--- src/hw/sdc_pkg.sv ---
// Purpose: shared constants of the six-channel driver control block
// Assumes: 50 MHz system clock, 16-bit serial control word
// Notes:   times are in microseconds, counted on a 1 us tick
package sdc_pkg;
    // ==========================================================
    // clocking and timing
    localparam int CLK_HZ       = 50_000_000;
    localparam int US_CYC       = CLK_HZ / 1_000_000;
    localparam int OC_FILT_US   = 32;
    localparam int TEMP_FILT_US = 32;
    localparam int OL_FILT_US   = 3000;
    localparam int REC_US       = 100;
    localparam int XC_US        = 200;
    localparam int TMR_W        = 14;
    // ==========================================================
    // channels and serial word
    localparam int NCH          = 6;
    localparam int NPAIR        = 3;
    localparam int WORD_W       = 16;
    localparam int DATA_W       = 12;
    localparam int ADDR_LSB     = 12;
    localparam int BITS_W       = 5;
    localparam logic [5:0] CH2_MASK = 6'h02;
    // ==========================================================
    // word addresses
    localparam logic [3:0] A_CTRL = 4'h0;
    localparam logic [3:0] A_PROT = 4'h1;
    localparam logic [3:0] A_MODE = 4'h2;
    localparam logic [3:0] A_AUX  = 4'h3;
    localparam logic [3:0] A_CLR  = 4'h4;
    // ==========================================================
    // field positions
    localparam int F_EN     = 0;
    localparam int F_CP_EN  = 1;
    localparam int F_CP_DIS = 2;
    localparam int F_ON     = 3;
    localparam int F_REC    = 0;
    localparam int F_LED    = 6;
    localparam int F_PWM    = 0;
    localparam int F_BRIDGE = 6;
    localparam int F_SLEW   = 0;
    localparam int F_CLR_TW = 6;
    localparam int F_CLR_SD = 7;
    localparam int F_CLR_OC = 0;
    localparam int F_CLR_OL = 6;
    // ==========================================================
    // reset values
    localparam logic [11:0] CTRL_RST = 12'h000;
    localparam logic [11:0] PROT_RST = 12'h000;
    localparam logic [11:0] MODE_RST = 12'h000;
    localparam logic [11:0] AUX_RST  = 12'h000;
endpackage

--- src/hw/sdc_tick_if.sv ---
// Purpose: carries the 1 us time base to the filter instances
// Assumes: single clock domain
// Notes:   one-cycle pulse
`timescale 1ns/1ps
`default_nettype none
interface sdc_tick_if;
    logic tick;
    modport src (output tick);
    modport snk (input tick);
endinterface
`default_nettype wire

--- src/hw/sdc_driver_ctrl.sv ---
// Purpose: control and diagnostics of a six-channel load driver
// Assumes: host serial link, sck idle low, data sampled on rising sck
// Notes:   word = 4-bit address over 12 data bits, msb first
`timescale 1ns/1ps
`default_nettype none
module sdc_driver_ctrl #(
    parameter int OL_FILT_US = sdc_pkg::OL_FILT_US,
    parameter int REC_US     = sdc_pkg::REC_US,
    parameter int XC_US      = sdc_pkg::XC_US
) (
    input  wire logic       clk_i,
    input  wire logic       rst_n_i,
    input  wire logic       por_ok_i,
    input  wire logic       sck_i,
    input  wire logic       chip_select_n_i,
    input  wire logic       serial_data_in_i,
    input  wire logic       pwm_in_i,
    input  wire logic [5:0] overcurrent_i,
    input  wire logic [5:0] open_load_i,
    input  wire logic       temp_warn_i,
    input  wire logic       temp_shut_i,
    input  wire logic       temp_cool_i,
    output logic      [5:0] drive_on_o,
    output logic      [5:0] fast_off_o,
    output logic      [5:0] slew_fast_o,
    output logic      [5:0] ol_source_on_o,
    output logic            charge_pump_on_o,
    output logic            standby_o,
    output logic            sdo_o,
    output logic            sdo_oe_n_o
);
    localparam int TW = sdc_pkg::TMR_W;
    localparam int SW = 20;

    // ==========================================================
    // reset release and input synchronisers
    logic [1:0]    rst_q;
    logic          rst_n;
    logic [SW-1:0] sy1;
    logic [SW-1:0] sy2;
    logic          sck_d;
    logic          csn_d;

    always_ff @(posedge clk_i or negedge rst_n_i) begin
        if (!rst_n_i) begin
            rst_q <= 2'h0;
        end else begin
            rst_q <= {rst_q[0], 1'b1};
        end
    end
    assign rst_n = rst_q[1];

    always_ff @(posedge clk_i or negedge rst_n) begin
        if (!rst_n) begin
            sy1   <= 20'h20000;
            sy2   <= 20'h20000;
            sck_d <= 1'b0;
            csn_d <= 1'b1;
        end else begin
            sy1   <= {por_ok_i, sck_i, chip_select_n_i, serial_data_in_i, pwm_in_i,
                      overcurrent_i, open_load_i, temp_warn_i, temp_shut_i, temp_cool_i};
            sy2   <= sy1;
            sck_d <= sy2[18];
            csn_d <= sy2[17];
        end
    end

    logic       por_s;
    logic       sck_s;
    logic       csn_s;
    logic       sdi_s;
    logic       pwm_s;
    logic [5:0] oc_s;
    logic [5:0] ol_s;
    logic       tw_s;
    logic       sd_s;
    logic       cool_s;
    assign {por_s, sck_s, csn_s, sdi_s, pwm_s, oc_s, ol_s, tw_s, sd_s, cool_s} = sy2;

    // ==========================================================
    // 1 us time base
    sdc_tick_if tki ();
    logic [5:0] div;

    always_ff @(posedge clk_i or negedge rst_n) begin
        if (!rst_n) begin
            div      <= 6'h00;
            tki.tick <= 1'b0;
        end else begin
            tki.tick <= (div == 6'(sdc_pkg::US_CYC - 1));
            div      <= (div == 6'(sdc_pkg::US_CYC - 1)) ? 6'h00 : div + 6'h01;
        end
    end

    // ==========================================================
    // serial link
    logic                     sck_rise;
    logic                     sck_fall;
    logic                     csn_fall;
    logic                     csn_rise;
    logic [15:0]              rx;
    logic [15:0]              tx;
    logic [sdc_pkg::BITS_W-1:0] bit_cnt;
    logic                     wr;
    logic [3:0]               waddr;
    logic [11:0]              wdata;
    logic [5:0]               oc_stat;
    logic [5:0]               ol_stat;
    logic                     tw_stat;
    logic                     sd_stat;

    assign sck_rise = sck_s && !sck_d;
    assign sck_fall = !sck_s && sck_d;
    assign csn_fall = !csn_s && csn_d;
    assign csn_rise = csn_s && !csn_d;

    always_ff @(posedge clk_i or negedge rst_n) begin
        if (!rst_n) begin
            rx         <= 16'h0000;
            tx         <= 16'h0000;
            bit_cnt    <= 5'h00;
            wr         <= 1'b0;
            waddr      <= 4'h0;
            wdata      <= 12'h000;
            sdo_o      <= 1'b0;
            sdo_oe_n_o <= 1'b1;
        end else begin
            wr         <= 1'b0;
            sdo_oe_n_o <= csn_s;
            if (csn_fall) begin
                bit_cnt <= 5'h00;
                tx      <= {2'b00, sd_stat, tw_stat, oc_stat, ol_stat};
                sdo_o   <= 1'b0;
            end else if (!csn_s) begin
                if (sck_rise) begin
                    rx <= {rx[14:0], sdi_s};
                    if (bit_cnt != 5'h11) begin
                        bit_cnt <= bit_cnt + 5'h01;
                    end
                end
                if (sck_fall) begin
                    tx    <= {tx[14:0], 1'b0};
                    sdo_o <= tx[14];
                end
            end
            if (csn_rise && bit_cnt == 5'(sdc_pkg::WORD_W)) begin
                wr    <= 1'b1;
                waddr <= rx[15:sdc_pkg::ADDR_LSB];
                wdata <= rx[sdc_pkg::DATA_W-1:0];
            end
        end
    end

    // ==========================================================
    // control words
    logic [11:0] ctrl_w;
    logic [11:0] prot_w;
    logic [11:0] mode_w;
    logic [11:0] aux_w;
    logic        en;
    logic        run;

    assign en  = ctrl_w[sdc_pkg::F_EN];
    assign run = en && por_s;

    always_ff @(posedge clk_i or negedge rst_n) begin
        if (!rst_n) begin
            ctrl_w <= sdc_pkg::CTRL_RST;
            prot_w <= sdc_pkg::PROT_RST;
            mode_w <= sdc_pkg::MODE_RST;
            aux_w  <= sdc_pkg::AUX_RST;
        end else begin
            if (wr && waddr == sdc_pkg::A_CTRL) begin
                ctrl_w <= wdata[sdc_pkg::F_EN] ? wdata : sdc_pkg::CTRL_RST;
            end
            if (!en) begin
                prot_w <= sdc_pkg::PROT_RST;
                mode_w <= sdc_pkg::MODE_RST;
                aux_w  <= sdc_pkg::AUX_RST;
            end else if (wr) begin
                if (waddr == sdc_pkg::A_PROT) prot_w <= wdata;
                if (waddr == sdc_pkg::A_MODE) mode_w <= wdata;
                if (waddr == sdc_pkg::A_AUX)  aux_w  <= wdata;
            end
        end
    end

    logic [5:0] ch_on;
    logic [5:0] rec;
    logic [5:0] led;
    logic [5:0] pwm_sel;
    logic [2:0] bridge;
    logic [5:0] slew_sel;
    logic [5:0] clr_oc;
    logic [5:0] clr_ol;
    logic       clr_tw;
    logic       clr_sd;

    assign ch_on    = ctrl_w[sdc_pkg::F_ON +: 6];
    assign rec      = prot_w[sdc_pkg::F_REC +: 6];
    assign led      = prot_w[sdc_pkg::F_LED +: 6];
    assign pwm_sel  = mode_w[sdc_pkg::F_PWM +: 6];
    assign bridge   = mode_w[sdc_pkg::F_BRIDGE +: 3];
    assign slew_sel = aux_w[sdc_pkg::F_SLEW +: 6];
    assign clr_oc   = (wr && waddr == sdc_pkg::A_CLR) ? wdata[sdc_pkg::F_CLR_OC +: 6] : 6'h00;
    assign clr_ol   = (wr && waddr == sdc_pkg::A_CLR) ? wdata[sdc_pkg::F_CLR_OL +: 6] : 6'h00;
    assign clr_tw   = wr && waddr == sdc_pkg::A_AUX && wdata[sdc_pkg::F_CLR_TW];
    assign clr_sd   = wr && waddr == sdc_pkg::A_AUX && wdata[sdc_pkg::F_CLR_SD];

    // ==========================================================
    // thermal supervision
    logic tw_hit;
    logic sd_hit;
    logic sd_lock;

    sdc_filter #(.LEN(sdc_pkg::TEMP_FILT_US), .CW(TW)) u_tw (
        .clk_i   (clk_i),
        .rst_n_i (rst_n),
        .tk      (tki.snk),
        .cond_i  (tw_s),
        .ok_o    (tw_hit)
    );
    sdc_filter #(.LEN(sdc_pkg::TEMP_FILT_US), .CW(TW)) u_sd (
        .clk_i   (clk_i),
        .rst_n_i (rst_n),
        .tk      (tki.snk),
        .cond_i  (sd_s),
        .ok_o    (sd_hit)
    );

    always_ff @(posedge clk_i or negedge rst_n) begin
        if (!rst_n) begin
            tw_stat <= 1'b0;
            sd_stat <= 1'b0;
            sd_lock <= 1'b0;
        end else if (!run) begin
            tw_stat <= 1'b0;
            sd_stat <= 1'b0;
            sd_lock <= sd_lock && !cool_s;
        end else begin
            tw_stat <= tw_hit || (tw_stat && !clr_tw);
            sd_stat <= sd_hit || (sd_stat && !clr_sd);
            if (sd_hit) begin
                sd_lock <= 1'b1;
            end else if (!sd_stat && cool_s) begin
                sd_lock <= 1'b0;
            end
        end
    end

    // ==========================================================
    // channel command and protection
    logic [5:0] cmd;
    logic [5:0] want;
    logic [5:0] oc_off;
    logic [5:0] oc_hit;
    logic [5:0] ol_hit;
    logic [5:0] next_drive;

    assign cmd  = ch_on | ({6{pwm_s}} & (pwm_sel | sdc_pkg::CH2_MASK));
    assign want = cmd & ~oc_off & {6{run && !sd_lock}};

    for (genvar i = 0; i < sdc_pkg::NCH; i++) begin : g_ch
        logic [TW-1:0] rec_cnt;

        sdc_filter #(.LEN(sdc_pkg::OC_FILT_US), .CW(TW)) u_oc (
            .clk_i   (clk_i),
            .rst_n_i (rst_n),
            .tk      (tki.snk),
            .cond_i  (oc_s[i] && drive_on_o[i]),
            .ok_o    (oc_hit[i])
        );
        sdc_filter #(.LEN(OL_FILT_US), .CW(TW)) u_ol (
            .clk_i   (clk_i),
            .rst_n_i (rst_n),
            .tk      (tki.snk),
            .cond_i  (ol_s[i] && !drive_on_o[i] && !led[i] && run),
            .ok_o    (ol_hit[i])
        );

        always_ff @(posedge clk_i or negedge rst_n) begin
            if (!rst_n) begin
                oc_stat[i] <= 1'b0;
                ol_stat[i] <= 1'b0;
                oc_off[i]  <= 1'b0;
                rec_cnt    <= '0;
            end else if (!run) begin
                oc_stat[i] <= 1'b0;
                ol_stat[i] <= 1'b0;
                oc_off[i]  <= 1'b0;
                rec_cnt    <= '0;
            end else begin
                oc_stat[i] <= oc_hit[i] || (oc_stat[i] && !clr_oc[i]);
                ol_stat[i] <= ol_hit[i] || (ol_stat[i] && !clr_ol[i]);
                if (oc_hit[i]) begin
                    oc_off[i] <= 1'b1;
                    rec_cnt   <= '0;
                end else if (oc_off[i] && rec[i]) begin
                    if (tki.tick) begin
                        rec_cnt <= rec_cnt + 1'b1;
                    end
                    if (rec_cnt == TW'(REC_US)) begin
                        oc_off[i] <= 1'b0;
                    end
                end else if (oc_off[i] && clr_oc[i]) begin
                    oc_off[i] <= 1'b0;
                end
            end
        end
    end

    // ==========================================================
    // half bridge interlock
    logic [2:0] xc_busy;

    always_comb begin
        next_drive = want;
        for (int p = 0; p < sdc_pkg::NPAIR; p++) begin
            if (bridge[p]) begin
                next_drive[p]   = want[p] && !drive_on_o[p + 3] && !xc_busy[p];
                next_drive[p+3] = want[p + 3] && !drive_on_o[p] && !xc_busy[p] && !next_drive[p];
            end
        end
    end

    for (genvar p = 0; p < sdc_pkg::NPAIR; p++) begin : g_pair
        logic [TW-1:0] xc_cnt;
        logic          dep_ls;

        always_ff @(posedge clk_i or negedge rst_n) begin
            if (!rst_n) begin
                xc_busy[p]      <= 1'b0;
                xc_cnt          <= '0;
                dep_ls          <= 1'b0;
                fast_off_o[p]   <= 1'b0;
                fast_off_o[p+3] <= 1'b0;
            end else begin
                if (next_drive[p]) fast_off_o[p] <= 1'b0;
                if (next_drive[p + 3]) fast_off_o[p+3] <= 1'b0;
                if (!bridge[p]) begin
                    xc_busy[p] <= 1'b0;
                end else if (xc_busy[p]) begin
                    if (tki.tick) begin
                        xc_cnt <= xc_cnt + 1'b1;
                    end
                    if (xc_cnt == TW'(XC_US)) begin
                        xc_busy[p] <= 1'b0;
                        if (dep_ls) fast_off_o[p+3] <= 1'b1;
                        else fast_off_o[p] <= 1'b1;
                    end
                end else if ((drive_on_o[p] && !next_drive[p]) ||
                             (drive_on_o[p + 3] && !next_drive[p + 3])) begin
                    xc_busy[p] <= 1'b1;
                    xc_cnt     <= '0;
                    dep_ls     <= drive_on_o[p + 3];
                end
            end
        end
    end

    // ==========================================================
    // registered outputs
    always_ff @(posedge clk_i or negedge rst_n) begin
        if (!rst_n) begin
            drive_on_o       <= 6'h00;
            slew_fast_o      <= 6'h00;
            ol_source_on_o   <= 6'h00;
            charge_pump_on_o <= 1'b0;
            standby_o        <= 1'b1;
        end else begin
            drive_on_o       <= next_drive;
            slew_fast_o      <= led & slew_sel & ~{bridge, bridge};
            ol_source_on_o   <= {6{run}} & ~led & ~next_drive;
            charge_pump_on_o <= run && ctrl_w[sdc_pkg::F_CP_EN] && !ctrl_w[sdc_pkg::F_CP_DIS];
            standby_o        <= !en;
        end
    end
endmodule
`default_nettype wire

--- src/hw/sdc_filter.sv ---
// Purpose: persistence filter, condition must hold LEN ticks
// Assumes: cond_i is synchronous to clk_i
// Notes:   any gap in the condition restarts the count
`timescale 1ns/1ps
`default_nettype none
module sdc_filter #(
    parameter int LEN = 32,
    parameter int CW  = 14
) (
    input  wire logic clk_i,
    input  wire logic rst_n_i,
    sdc_tick_if.snk   tk,
    input  wire logic cond_i,
    output logic      ok_o
);
    logic [CW-1:0] cnt;

    // ==========================================================
    // tick counter
    always_ff @(posedge clk_i or negedge rst_n_i) begin
        if (!rst_n_i) begin
            cnt <= '0;
        end else if (!cond_i) begin
            cnt <= '0;
        end else if (tk.tick && cnt != CW'(LEN)) begin
            cnt <= cnt + 1'b1;
        end
    end

    assign ok_o = cond_i && (cnt == CW'(LEN));
endmodule
`default_nettype wire

--- config.mk ---
export PLATFORM = sky130hd
export DESIGN_NAME = sdc_driver_ctrl
export DESIGN_NICKNAME = d
export VERILOG_FILES = /design/src/hw/sdc_pkg.sv /design/src/hw/sdc_tick_if.sv /design/src/hw/sdc_driver_ctrl.sv /design/src/hw/sdc_filter.sv
export SDC_FILE = /design/constraint.sdc
export NUM_CORES = 1
export LEC_CHECK = 0
export BUFFER_PORTS_ARGS = -buffer_cell sky130_fd_sc_hd__buf_4
export CORE_MARGIN = 4
export CORE_UTILIZATION = 63
export CTS_CLUSTER_SIZE = 14
export DETAILED_ROUTE_END_ITERATION = 10
export GPL_TIMING_DRIVEN = 0
export HOLD_SLACK_MARGIN = 0.1
export PLACE_DENSITY = 0.8
export SLEW_MARGIN = 20
export SYNTH_ARGS = -nofsm -noshare
export SYNTH_HDL_FRONTEND = slang
export SYNTH_HIERARCHICAL = 1
export SYNTH_SLANG_ARGS = --single-unit
--- constraint.sdc ---
create_clock -name clk_i -period 18.21 [get_ports clk_i]
set_input_delay 3.642 -clock clk_i [delete_from_list [all_inputs] [get_ports clk_i]]
set_output_delay 3.642 -clock clk_i [all_outputs]
set_load 0.03 [all_outputs]
==> results, run 1 <==
- The run finished with clean final reports.
- The floorplan step defined a core boundary enclosing 0.0397 mm^2.
- The parity-gate share of the synthesized area counting xor and xnor cells is 5.36%.
- The TritonCTS buffer count is 54.
- The die outline width is 208 um.
- The starting density of the core is 63.7%.
- After synthesis, the share of cell area in mux cells is 4.51%.
- The type of the most critical hold path is reg2reg.
- After detailed routing, the number of remaining DRC violations is 0.
- TritonCTS built the clock tree.
- The via count of the first global-routing pass was 19400.
- Setup repair after global routing left no endpoint under its margin.
- VDD sags by at most 64.9 uV.
- For this design the static power due to leakage is 11.5 nW.
- The clock tree root driver cell is sky130_fd_sc_hd__clkbuf_16.
- The worst setup path is launched from a flop.
- The worst-case setup slack after placement is 13.78 ns.
- Setup violations remaining at the end of the flow were counted as 0.
- Clock-pin slew was measured on the worst setup and hold paths at 0.06 ns.
- The congestion estimate from routability-driven global placement came to 0.896.
- During I/O placement, the number of pins put on the boundary was 50.
- The main flop type after synthesis is sky130_fd_sc_hd__dfrtp_1.
- The wire length per cell is 17.5 um.
- The cell class contributing the biggest share of worst-path delay is flip-flops.
- Summing every instance area after synthesis gives 0.0253 mm^2.
- After synthesis, the largest family of logic cells by area is simple AND/OR/NAND/NOR gates.
- The largest single stage delay on the critical path is 0.58 ns.
- Summing the areas of all and, or, nand and nor instances in the mapped netlist gives 24.0% of the synthesized area.
- The number of clock sinks seen by CTS is 515.
- Global routing finished with a remaining overflow of 0.
- The number of nets in the layout is 2699.
- Across the whole layout, storage elements account for 0.0129 mm^2.
- The transition time of the tightest slew-check pin is 0.963 ns.
- The area fraction in compound gates after synthesis is 9.45%.
- The number of detailed-route iterations in the first pass is 5.
- The relative area change from synthesis to final layout is 12.5%.
- Row generation in the floorplan step produced 73 rows.
- Together, buffers and inverters on the worst path number 1.
- The fmax is 0.198 GHz.
- The max capacitance violation total is 0.
- The first global-routing pass estimated 94.7 mm of wire.
- The share of the clock period used by the worst path after layout is 27.8%.
- The average instance area after synthesis is 10.1 um^2.
- The clock latency at the later pin of the worst-skew pair is 0.59 ns.
- The via density per instance is 6.12.
- After synthesis the netlist holds a flip-flop and latch count of 515.
- The total track usage is 25.6%.
- Traced cell by cell, the critical path runs through buf_4.
- The count of port buffers added during placement is 49.
- After filler insertion, the fill cell instance count of the layout stands at 2789.
- The fraction of the core area covered by cells at the end of the flow is 71.7%.
- The share of flip-flops with an asynchronous set or reset after synthesis is 100%.
- The netlist uses 81 different library cells.
- The routed layout has 19600 vias.
- The number of nets in the synthesized netlist is 2583.
- The relative slew slack is 34.1%.
- The hold violation total from the final report is 0.
- The endpoint kind of the worst setup timing path is a primary output.
- For this run, the number of Yosys warnings is 6.
- The total half-perimeter wirelength after legalization and detailed placement is 38.5 mm.
- The slowest cell on the critical path is sky130_fd_sc_hd__dfrtp_1.
- The post-synthesis share of cell area spent on full adders, half adders and majority gates is 2.52%.
- The share of post-route cells with drive strength above 1 is 10.3%.
- The floorplan die height is 208 um.
- In this run, post-CTS hold repair placed 0 buffers.
- The post-route antenna net violation count is 0.
- The power per standard cell area is 82.2 mW/mm^2.
- In this run, synthesis inferred 0 flip-flops with an integrated enable.
- The endpoint required time on the critical path is 14.57 ns.
- Summing all multi-input logic gate instances after layout gives 0.0116 mm^2.
- The register-to-register setup slack is 15.01 ns.
- The number of violations reported at the end of detailed-routing iteration 0 is 1530.
- The detailed-route wire length is 55.8 mm.
- The number of diodes is 0.
- The post-CTS repair timing setup buffer count is 0.
- The highest fanout seen on the critical path is 5.
- The worst path meets setup with 13.15 ns of slack.
- CTS built an H-tree with a depth of 2.
- The initial antenna violation count is 1.
- Entering global routing, the biggest net connects 60 pins.
- The synthesized instance count is 2510.
- The total die area is 0.0435 mm^2.
- The category of the most critical setup path is reg2out.
- The sequential area share after synthesis is 50.9%.
- The time the worst path needs with I/O delays and setup is 5.06 ns.
- The clock passes through at most 3 buffers.
- The post-cts repair resize count is 0.
- The max-slew violation count came to 0.
- The largest clock skew in the final design is 0.0149 ns.
- The critical path arrival is 1.42 ns.
-- final timing paths --
path | startpoint | to | cells past startpoint
worst max-delay path | drive_on_o[2] | drive_on_o[2] | 1
max in group asynchronous | rst_n_i | rst_q[1] | 1
worst max register to register | ctrl_w[0] | ol_stat[3] | 9
min in group asynchronous | rst_q[1] | g_ch[2].u_oc/cnt[10] | 0
worst min-delay path | rst_q[0] | rst_q[1] | 0
worst min register to register | rst_q[0] | rst_q[1] | 0
-- layer usage --
| metal | vias to the layer above | part of all wire [%] | global-route usage (%) |
|---|---|---|---|
| met3 | 105 | 5.1 | 3.98 |
| met1 | 9720 | 44 | 35.2 |
| met5 | - | 0 | 0 |
| met2 | 499 | 49 | 42.7 |
| met4 | 0 | 2.6 | 7.63 |
| li1 | 9227 | - | - |
-- power by group --
part	total, W	internal, W	leakage, nW	switching (W)
Sequential	0.00116	0.00115	7.07	0.0000100
Combinational	0.0000423	0.0000147	3.53	0.0000276
Clock	0.00113	0.000683	0.917	0.000449
Total	0.00234	0.00185	11.5	0.000486
-- logic make-up (layout without fill, tap and decap cells) --
group,after synthesis,in the layout
flops,515,515
mux,110,110
xor+xnor,155,155
other cells,1,1
simple gates,1110,1110
fa+ha+maj,51,51
compound gates,375,375
buf+inv,193,352
-- state kept, by name, summed over array words and instances, names as in the netlist, 8 cells and up --
name	cells
g_ch.u_oc/cnt	84
g_pair.xc_cnt	42
mode_w	8
u_tw/cnt	14
sy2	20
ctrl_w	9
prot_w	12
g_ch.u_ol/cnt	84
rx	16
tx	15
g_ch.rec_cnt	84
wdata	12
sy1	20
u_sd/cnt	14
-- through the flow --
stage               power (W)  setup TNS, ns  instance area (um^2)  instances  hold WS, ns
global placement      0.00122       -1192.88                 26300       3084        0.333
CTS                   0.00236              0                 28500       3194        0.347
floorplan             0.00121              0                 25300       2510        0.331
finish                0.00234              0                 28500       3194        0.346
detailed placement    0.00123              0                 26600       3095        0.335
global route          0.00242              0                 28500       3194        0.354
-- synthesized netlist by cell type (24+ instances only) --
master,number,area (um^2)
sky130_fd_sc_hd__a21oi_1,145,726
sky130_fd_sc_hd__and2_1,27,169
sky130_fd_sc_hd__and3_1,34,213
sky130_fd_sc_hd__and4_1,24,210
sky130_fd_sc_hd__clkbuf_1,37,139
sky130_fd_sc_hd__dfrtp_1,511,12800
sky130_fd_sc_hd__ha_1,51,638
sky130_fd_sc_hd__inv_1,111,417
sky130_fd_sc_hd__mux2_2,32,360
sky130_fd_sc_hd__mux2i_1,78,781
sky130_fd_sc_hd__nand2_1,267,1000
sky130_fd_sc_hd__nand2b_1,37,231
sky130_fd_sc_hd__nand3_1,103,515
sky130_fd_sc_hd__nand4_1,80,500
sky130_fd_sc_hd__nor2_1,224,841
sky130_fd_sc_hd__nor3_1,28,140
sky130_fd_sc_hd__nor4_1,68,425
sky130_fd_sc_hd__nor4b_1,29,254
sky130_fd_sc_hd__o21ai_0,91,455
sky130_fd_sc_hd__o31ai_1,52,390
sky130_fd_sc_hd__or3_1,62,388
sky130_fd_sc_hd__or4_1,45,338
sky130_fd_sc_hd__xnor2_1,73,639
sky130_fd_sc_hd__xor2_1,82,718
-- layout by cell type (no fill, tap or decap), drive strengths merged, types with 34 or more instances in the layout --
cell type | synthesis | routed
xnor2 | 73 | 73
mux2i | 78 | 78
nand3 | 111 | 111
xor2 | 82 | 82
o21ai | 95 | 95
nand4 | 92 | 92
inv | 111 | 111
nor2 | 225 | 225
ha | 51 | 51
nand2b | 37 | 37
a21oi | 150 | 150
o31ai | 52 | 52
nor4 | 70 | 70
and3 | 34 | 34
buf | 37 | 97
or4 | 45 | 45
dfrtp | 511 | 511
nand2 | 267 | 267
or3 | 76 | 76
clkbuf | 38 | 121
-- final cells by class --
type	count	share of cell area [%]
inverter	118	1.56
clock buffer	83	5.84
sequential	515	45.3
multi-input combinational	1802	40.8
tap	525	2.31
timing repair buffer	60	2.22
buffer	75	1.34
clock inverter	16	0.668
Power figures use the tool's default switching activity.
==> run 2: changes to the inputs <==
Settings changed: CORE_UTILIZATION 63 to 57, PLACE_DENSITY 0.8 to 0.76.
Clock period 18.21 ns to 4.4 ns, I/O delays scaled along.
==> run 2 against run 1 <==
Against the previous run:
- global-route usage shrank 1.6 points
- final cell count grew 1.9%
- clock-buffer cell count shrank 7
- via count shrank 0.68%
- sequential power grew to 4.2 times the previous value
- first-iteration DRC count grew 2.1%
- wire length grew 2.6%
- design area grew 0.70%
- die area grew 10%
- sequential share of layout area shrank 0.32 points
- clock skew grew 0.011 ns
- clock power grew to 4.4 times the previous value
- critical endpoint is now ol_stat[4]
- largest cell class unchanged
- largest power group is now the clock network
==> results, run 2 (synthesis gave the netlist of run 1 again) <==
- The core area is 0.0435 mm^2 (+9.4%).
- The filler cell count was 3354 (+20%).
- The fraction of power spent switching nets came to 20.7% (-0.12 points).
- The post-CTS repair timing setup buffer count came to 0 (unchanged).
- The number of H-tree levels is 2 (unchanged).
- The internal power is 0.00789 W (+330%).
- The post-layout total power was 0.00995 W (+330%).
- The wire length per cell is 17.6 um (+0.61%).
- The number of clock sinks seen by CTS came to 515 (unchanged).
- The critical path arrival is 3.71 ns (+2.29 ns).
- The hold violation total from the final report is 0 (unchanged).
- The die outline width is 219 um (+4.9%).
- The critical path launch point type is a flop.
- In this run the clock root is driven by a sky130_fd_sc_hd__clkbuf_16.
- The combinational power share came to 1.9% (about the same).
- The endpoint required time on the critical path was 4.94 ns (-9.63 ns).
- The highest fanout seen on the critical path is 10 (+5).
- The final critical path takes up 72.0% of the cycle.
- The fmax is 0.316 GHz.
- The leading cell type in the layout, fill and taps excluded is sky130_fd_sc_hd__dfrtp_1.
- The largest clock skew in the final design is 0.0255 ns (+0.0106 ns).
- The share of post-route cells with drive strength above 1 came to 10.4% (+0.14 points).
- The register area came to 0.0129 mm^2 (unchanged).
- The clock latency at the later pin of the worst-skew pair was 0.61 ns (+0.02 ns).
- The initial antenna violation count is 1 (unchanged).
- The register share of total power is 48.4% (-1.4 points).
- The max-slew violation count was 0 (unchanged).
- The clock-pin transition on the worst setup and hold timing paths is 0.07 ns (about the same).
- The endpoint kind of the worst setup timing path is a flop.
- The number of endpoints failing setup at the final stage is 0 (unchanged).
- The overall via count from detail_route is 19400 (-0.68%).
- The maximum count of clock buffers along a single path is 3 (unchanged).
- The wire length of the first global-routing pass is 95.8 mm (+1.2%).
- The remaining design rule violation count came to 0 (unchanged).
- The post-route antenna net violation count is 0 (unchanged).
- In the layout the commonest cells are 509 x sky130_fd_sc_hd__dfrtp_1, 267 x sky130_fd_sc_hd__nand2_1, 224 x sky130_fd_sc_hd__nor2_1.
- The number of diodes came to 0 (unchanged).
- The number of nets in the layout is 2701 (+0.074%).
- The time the worst path needs with I/O delays and setup is 3.17 ns.
- The max capacitance violation total is 0 (unchanged).
- The leakage dissipation was 11.6 nW (+0.58%).
- TritonCTS built the clock tree.
- The aggregate global routing overflow was 0 (unchanged).
- The type of the most critical hold path is reg2async.
- The fraction of the core area covered by cells at the end of the flow was 66.0% (-5.7 points).
- The routability congestion estimate from global placement is 0.893 (-0.29%).
- The final total negative setup slack is 0 ns (unchanged).
- The relative slew slack is 35.3% (+1.2 points).
- The via count of the first global-routing pass is 19300 (-0.78%).
- The run finished with clean final reports.
- The detailed-route wire length is 57.2 mm (+2.6%).
- The total track usage came to 24.1% (-1.6 points).
- The total die area is 0.0478 mm^2 (+10%).
- The net switching power figure is 0.00206 W (+320%).
- Setup repair after global routing left no endpoint under its margin.
- The number of violations reported at the end of detailed-routing iteration 0 was 1562 (+2.1%).
- The via density per instance came to 5.96 (-2.6%).
- The number of cells after detailed placement is 3156 (+2.0%).
- The count of port buffers added during placement is 49 (unchanged).
- The power per standard cell area came to 347 mW/mm^2 (+320%).
- The TritonCTS buffer count is 54 (unchanged).
- The maximum ir drop on the vdd rail is 290 uV (+350%).
- The starting density of the core was 58.3% (-5.5 points).
- The largest registers in the layout are g_ch.rec_cnt: 84 flops, g_ch.u_oc/cnt: 84 flops, g_ch.u_ol/cnt: 84 flops.
- The floorplan die height came to 219 um (+4.9%).
- The number of detailed-route iterations in the first pass is 5 (unchanged).
- The floorplan row count is 76 (+4.1%).
- The final instance count without filler cells is 3256 (+1.9%).
- The largest net degree at the start of global routing is 54 (-10%).
- The relative area change from synthesis to final layout is 13.3%.
- The transition time of the tightest slew-check pin is 0.957 ns (-0.00624 ns).
- The category of the most critical setup path is reg2reg.
- The total I/O pin count came to 50 (unchanged).
- The proportion of power drawn by the clock network was 49.7% (+1.3 points).
- The total half-perimeter wirelength after legalization and detailed placement was 38.9 mm (+1.1%).
- The area of the multi-input gates is 0.0116 mm^2 (unchanged).
-- run 2: changes by cell type in the layout (fill, tap and decap cells not counted), sizes merged --
| cell | previous run | this run |
|---|---|---|
| clkbuf | 121 | 114 |
| bufinv | 4 | 9 |
| clkinv | 18 | 21 |
| buf | 97 | 98 |
| clkinvlp | 1 | 0 |
| dlygate4sd3 | 0 | 1 |
-- run 2: final timing paths --
check / slack (ns) / depth (start not counted) / start / end
setup / recovery: 1.23 / 9 / ctrl_w[0] / ol_stat[4]
hold / removal: 0.27 / 0 / rst_q[1] / sy1[1]
max in group asynchronous: 2.63 / 4 / rst_q[1] / g_ch[4].u_ol/cnt[10]
setup reg to reg: 1.23 / 9 / ctrl_w[0] / ol_stat[4]
min in group clk_i: 0.34 / 0 / sy1[5] / sy2[5]
hold reg to reg: 0.27 / 0 / rst_q[1] / sy1[1]
-- run 2: layout make-up --
| cell class | instances | area share [%] |
|---|---|---|
| flip-flops and latches | 515 | 45.0 |
| well taps | 585 | 2.55 |
| inverters | 118 | 1.54 |
| multi-input cells | 1802 | 40.5 |
| clock inverters | 23 | 1.20 |
| plain buffers | 75 | 1.33 |
| repair buffers | 62 | 2.34 |
| clock buffers | 76 | 5.57 |
-- run 2: critical path: stages (launching register included) --
cell and delay [ns]:
sky130_fd_sc_hd__dfrtp_1 0.33, sky130_fd_sc_hd__buf_2 0.21, sky130_fd_sc_hd__nand2_1 0.35, sky130_fd_sc_hd__clkbuf_1 0.40, sky130_fd_sc_hd__nor4b_1 0.80, sky130_fd_sc_hd__buf_4 0.30, sky130_fd_sc_hd__clkinv_1 0.27, sky130_fd_sc_hd__nor2_1 0.28
sky130_fd_sc_hd__a21oi_1 0.07, sky130_fd_sc_hd__nor2_1 0.08
-- run 2: layer usage --
layer	GRT usage (%)	part of all wire, %	vias up
met4	8.53	3.0	2
li1	-	-	9249
met2	39.8	48	458
met3	3.92	5.3	100
met1	32.4	44	9609
met5	0	0.023	-
-- run 2: power groups by stage --
stage / Clock [W] / Sequential [W] / Combinational [W]
finish: 0.00494 / 0.00482 / 0.000186
global route: 0.00524 / 0.00482 / 0.000214
CTS: 0.00504 / 0.00482 / 0.000194
detailed placement: 0 / 0.00490 / 0.000192
global placement: 0 / 0.00498 / 0.0000688
floorplan: 0 / 0.00495 / 0.0000446
-- run 2: metrics by stage --
step | instance area [um^2] | hold slack, ns | worst slack (ns)
6_report | 28700 | 0.268 | 1.23
2_1_floorplan | 25300 | 0.331 | -0.614
5_1_grt | 28700 | 0.308 | 1.08
3_3_place_gp | 26400 | 0.332 | -2.34
4_1_cts | 28700 | 0.288 | 1.23
3_5_place_dp | 26700 | 0.284 | 1.27
-- run 2: timing repair --
action                    in CTS  in global routing
gates resized for setup        0                  0
hold buffers                   1                  0
hold endpoints to repair       2                  0
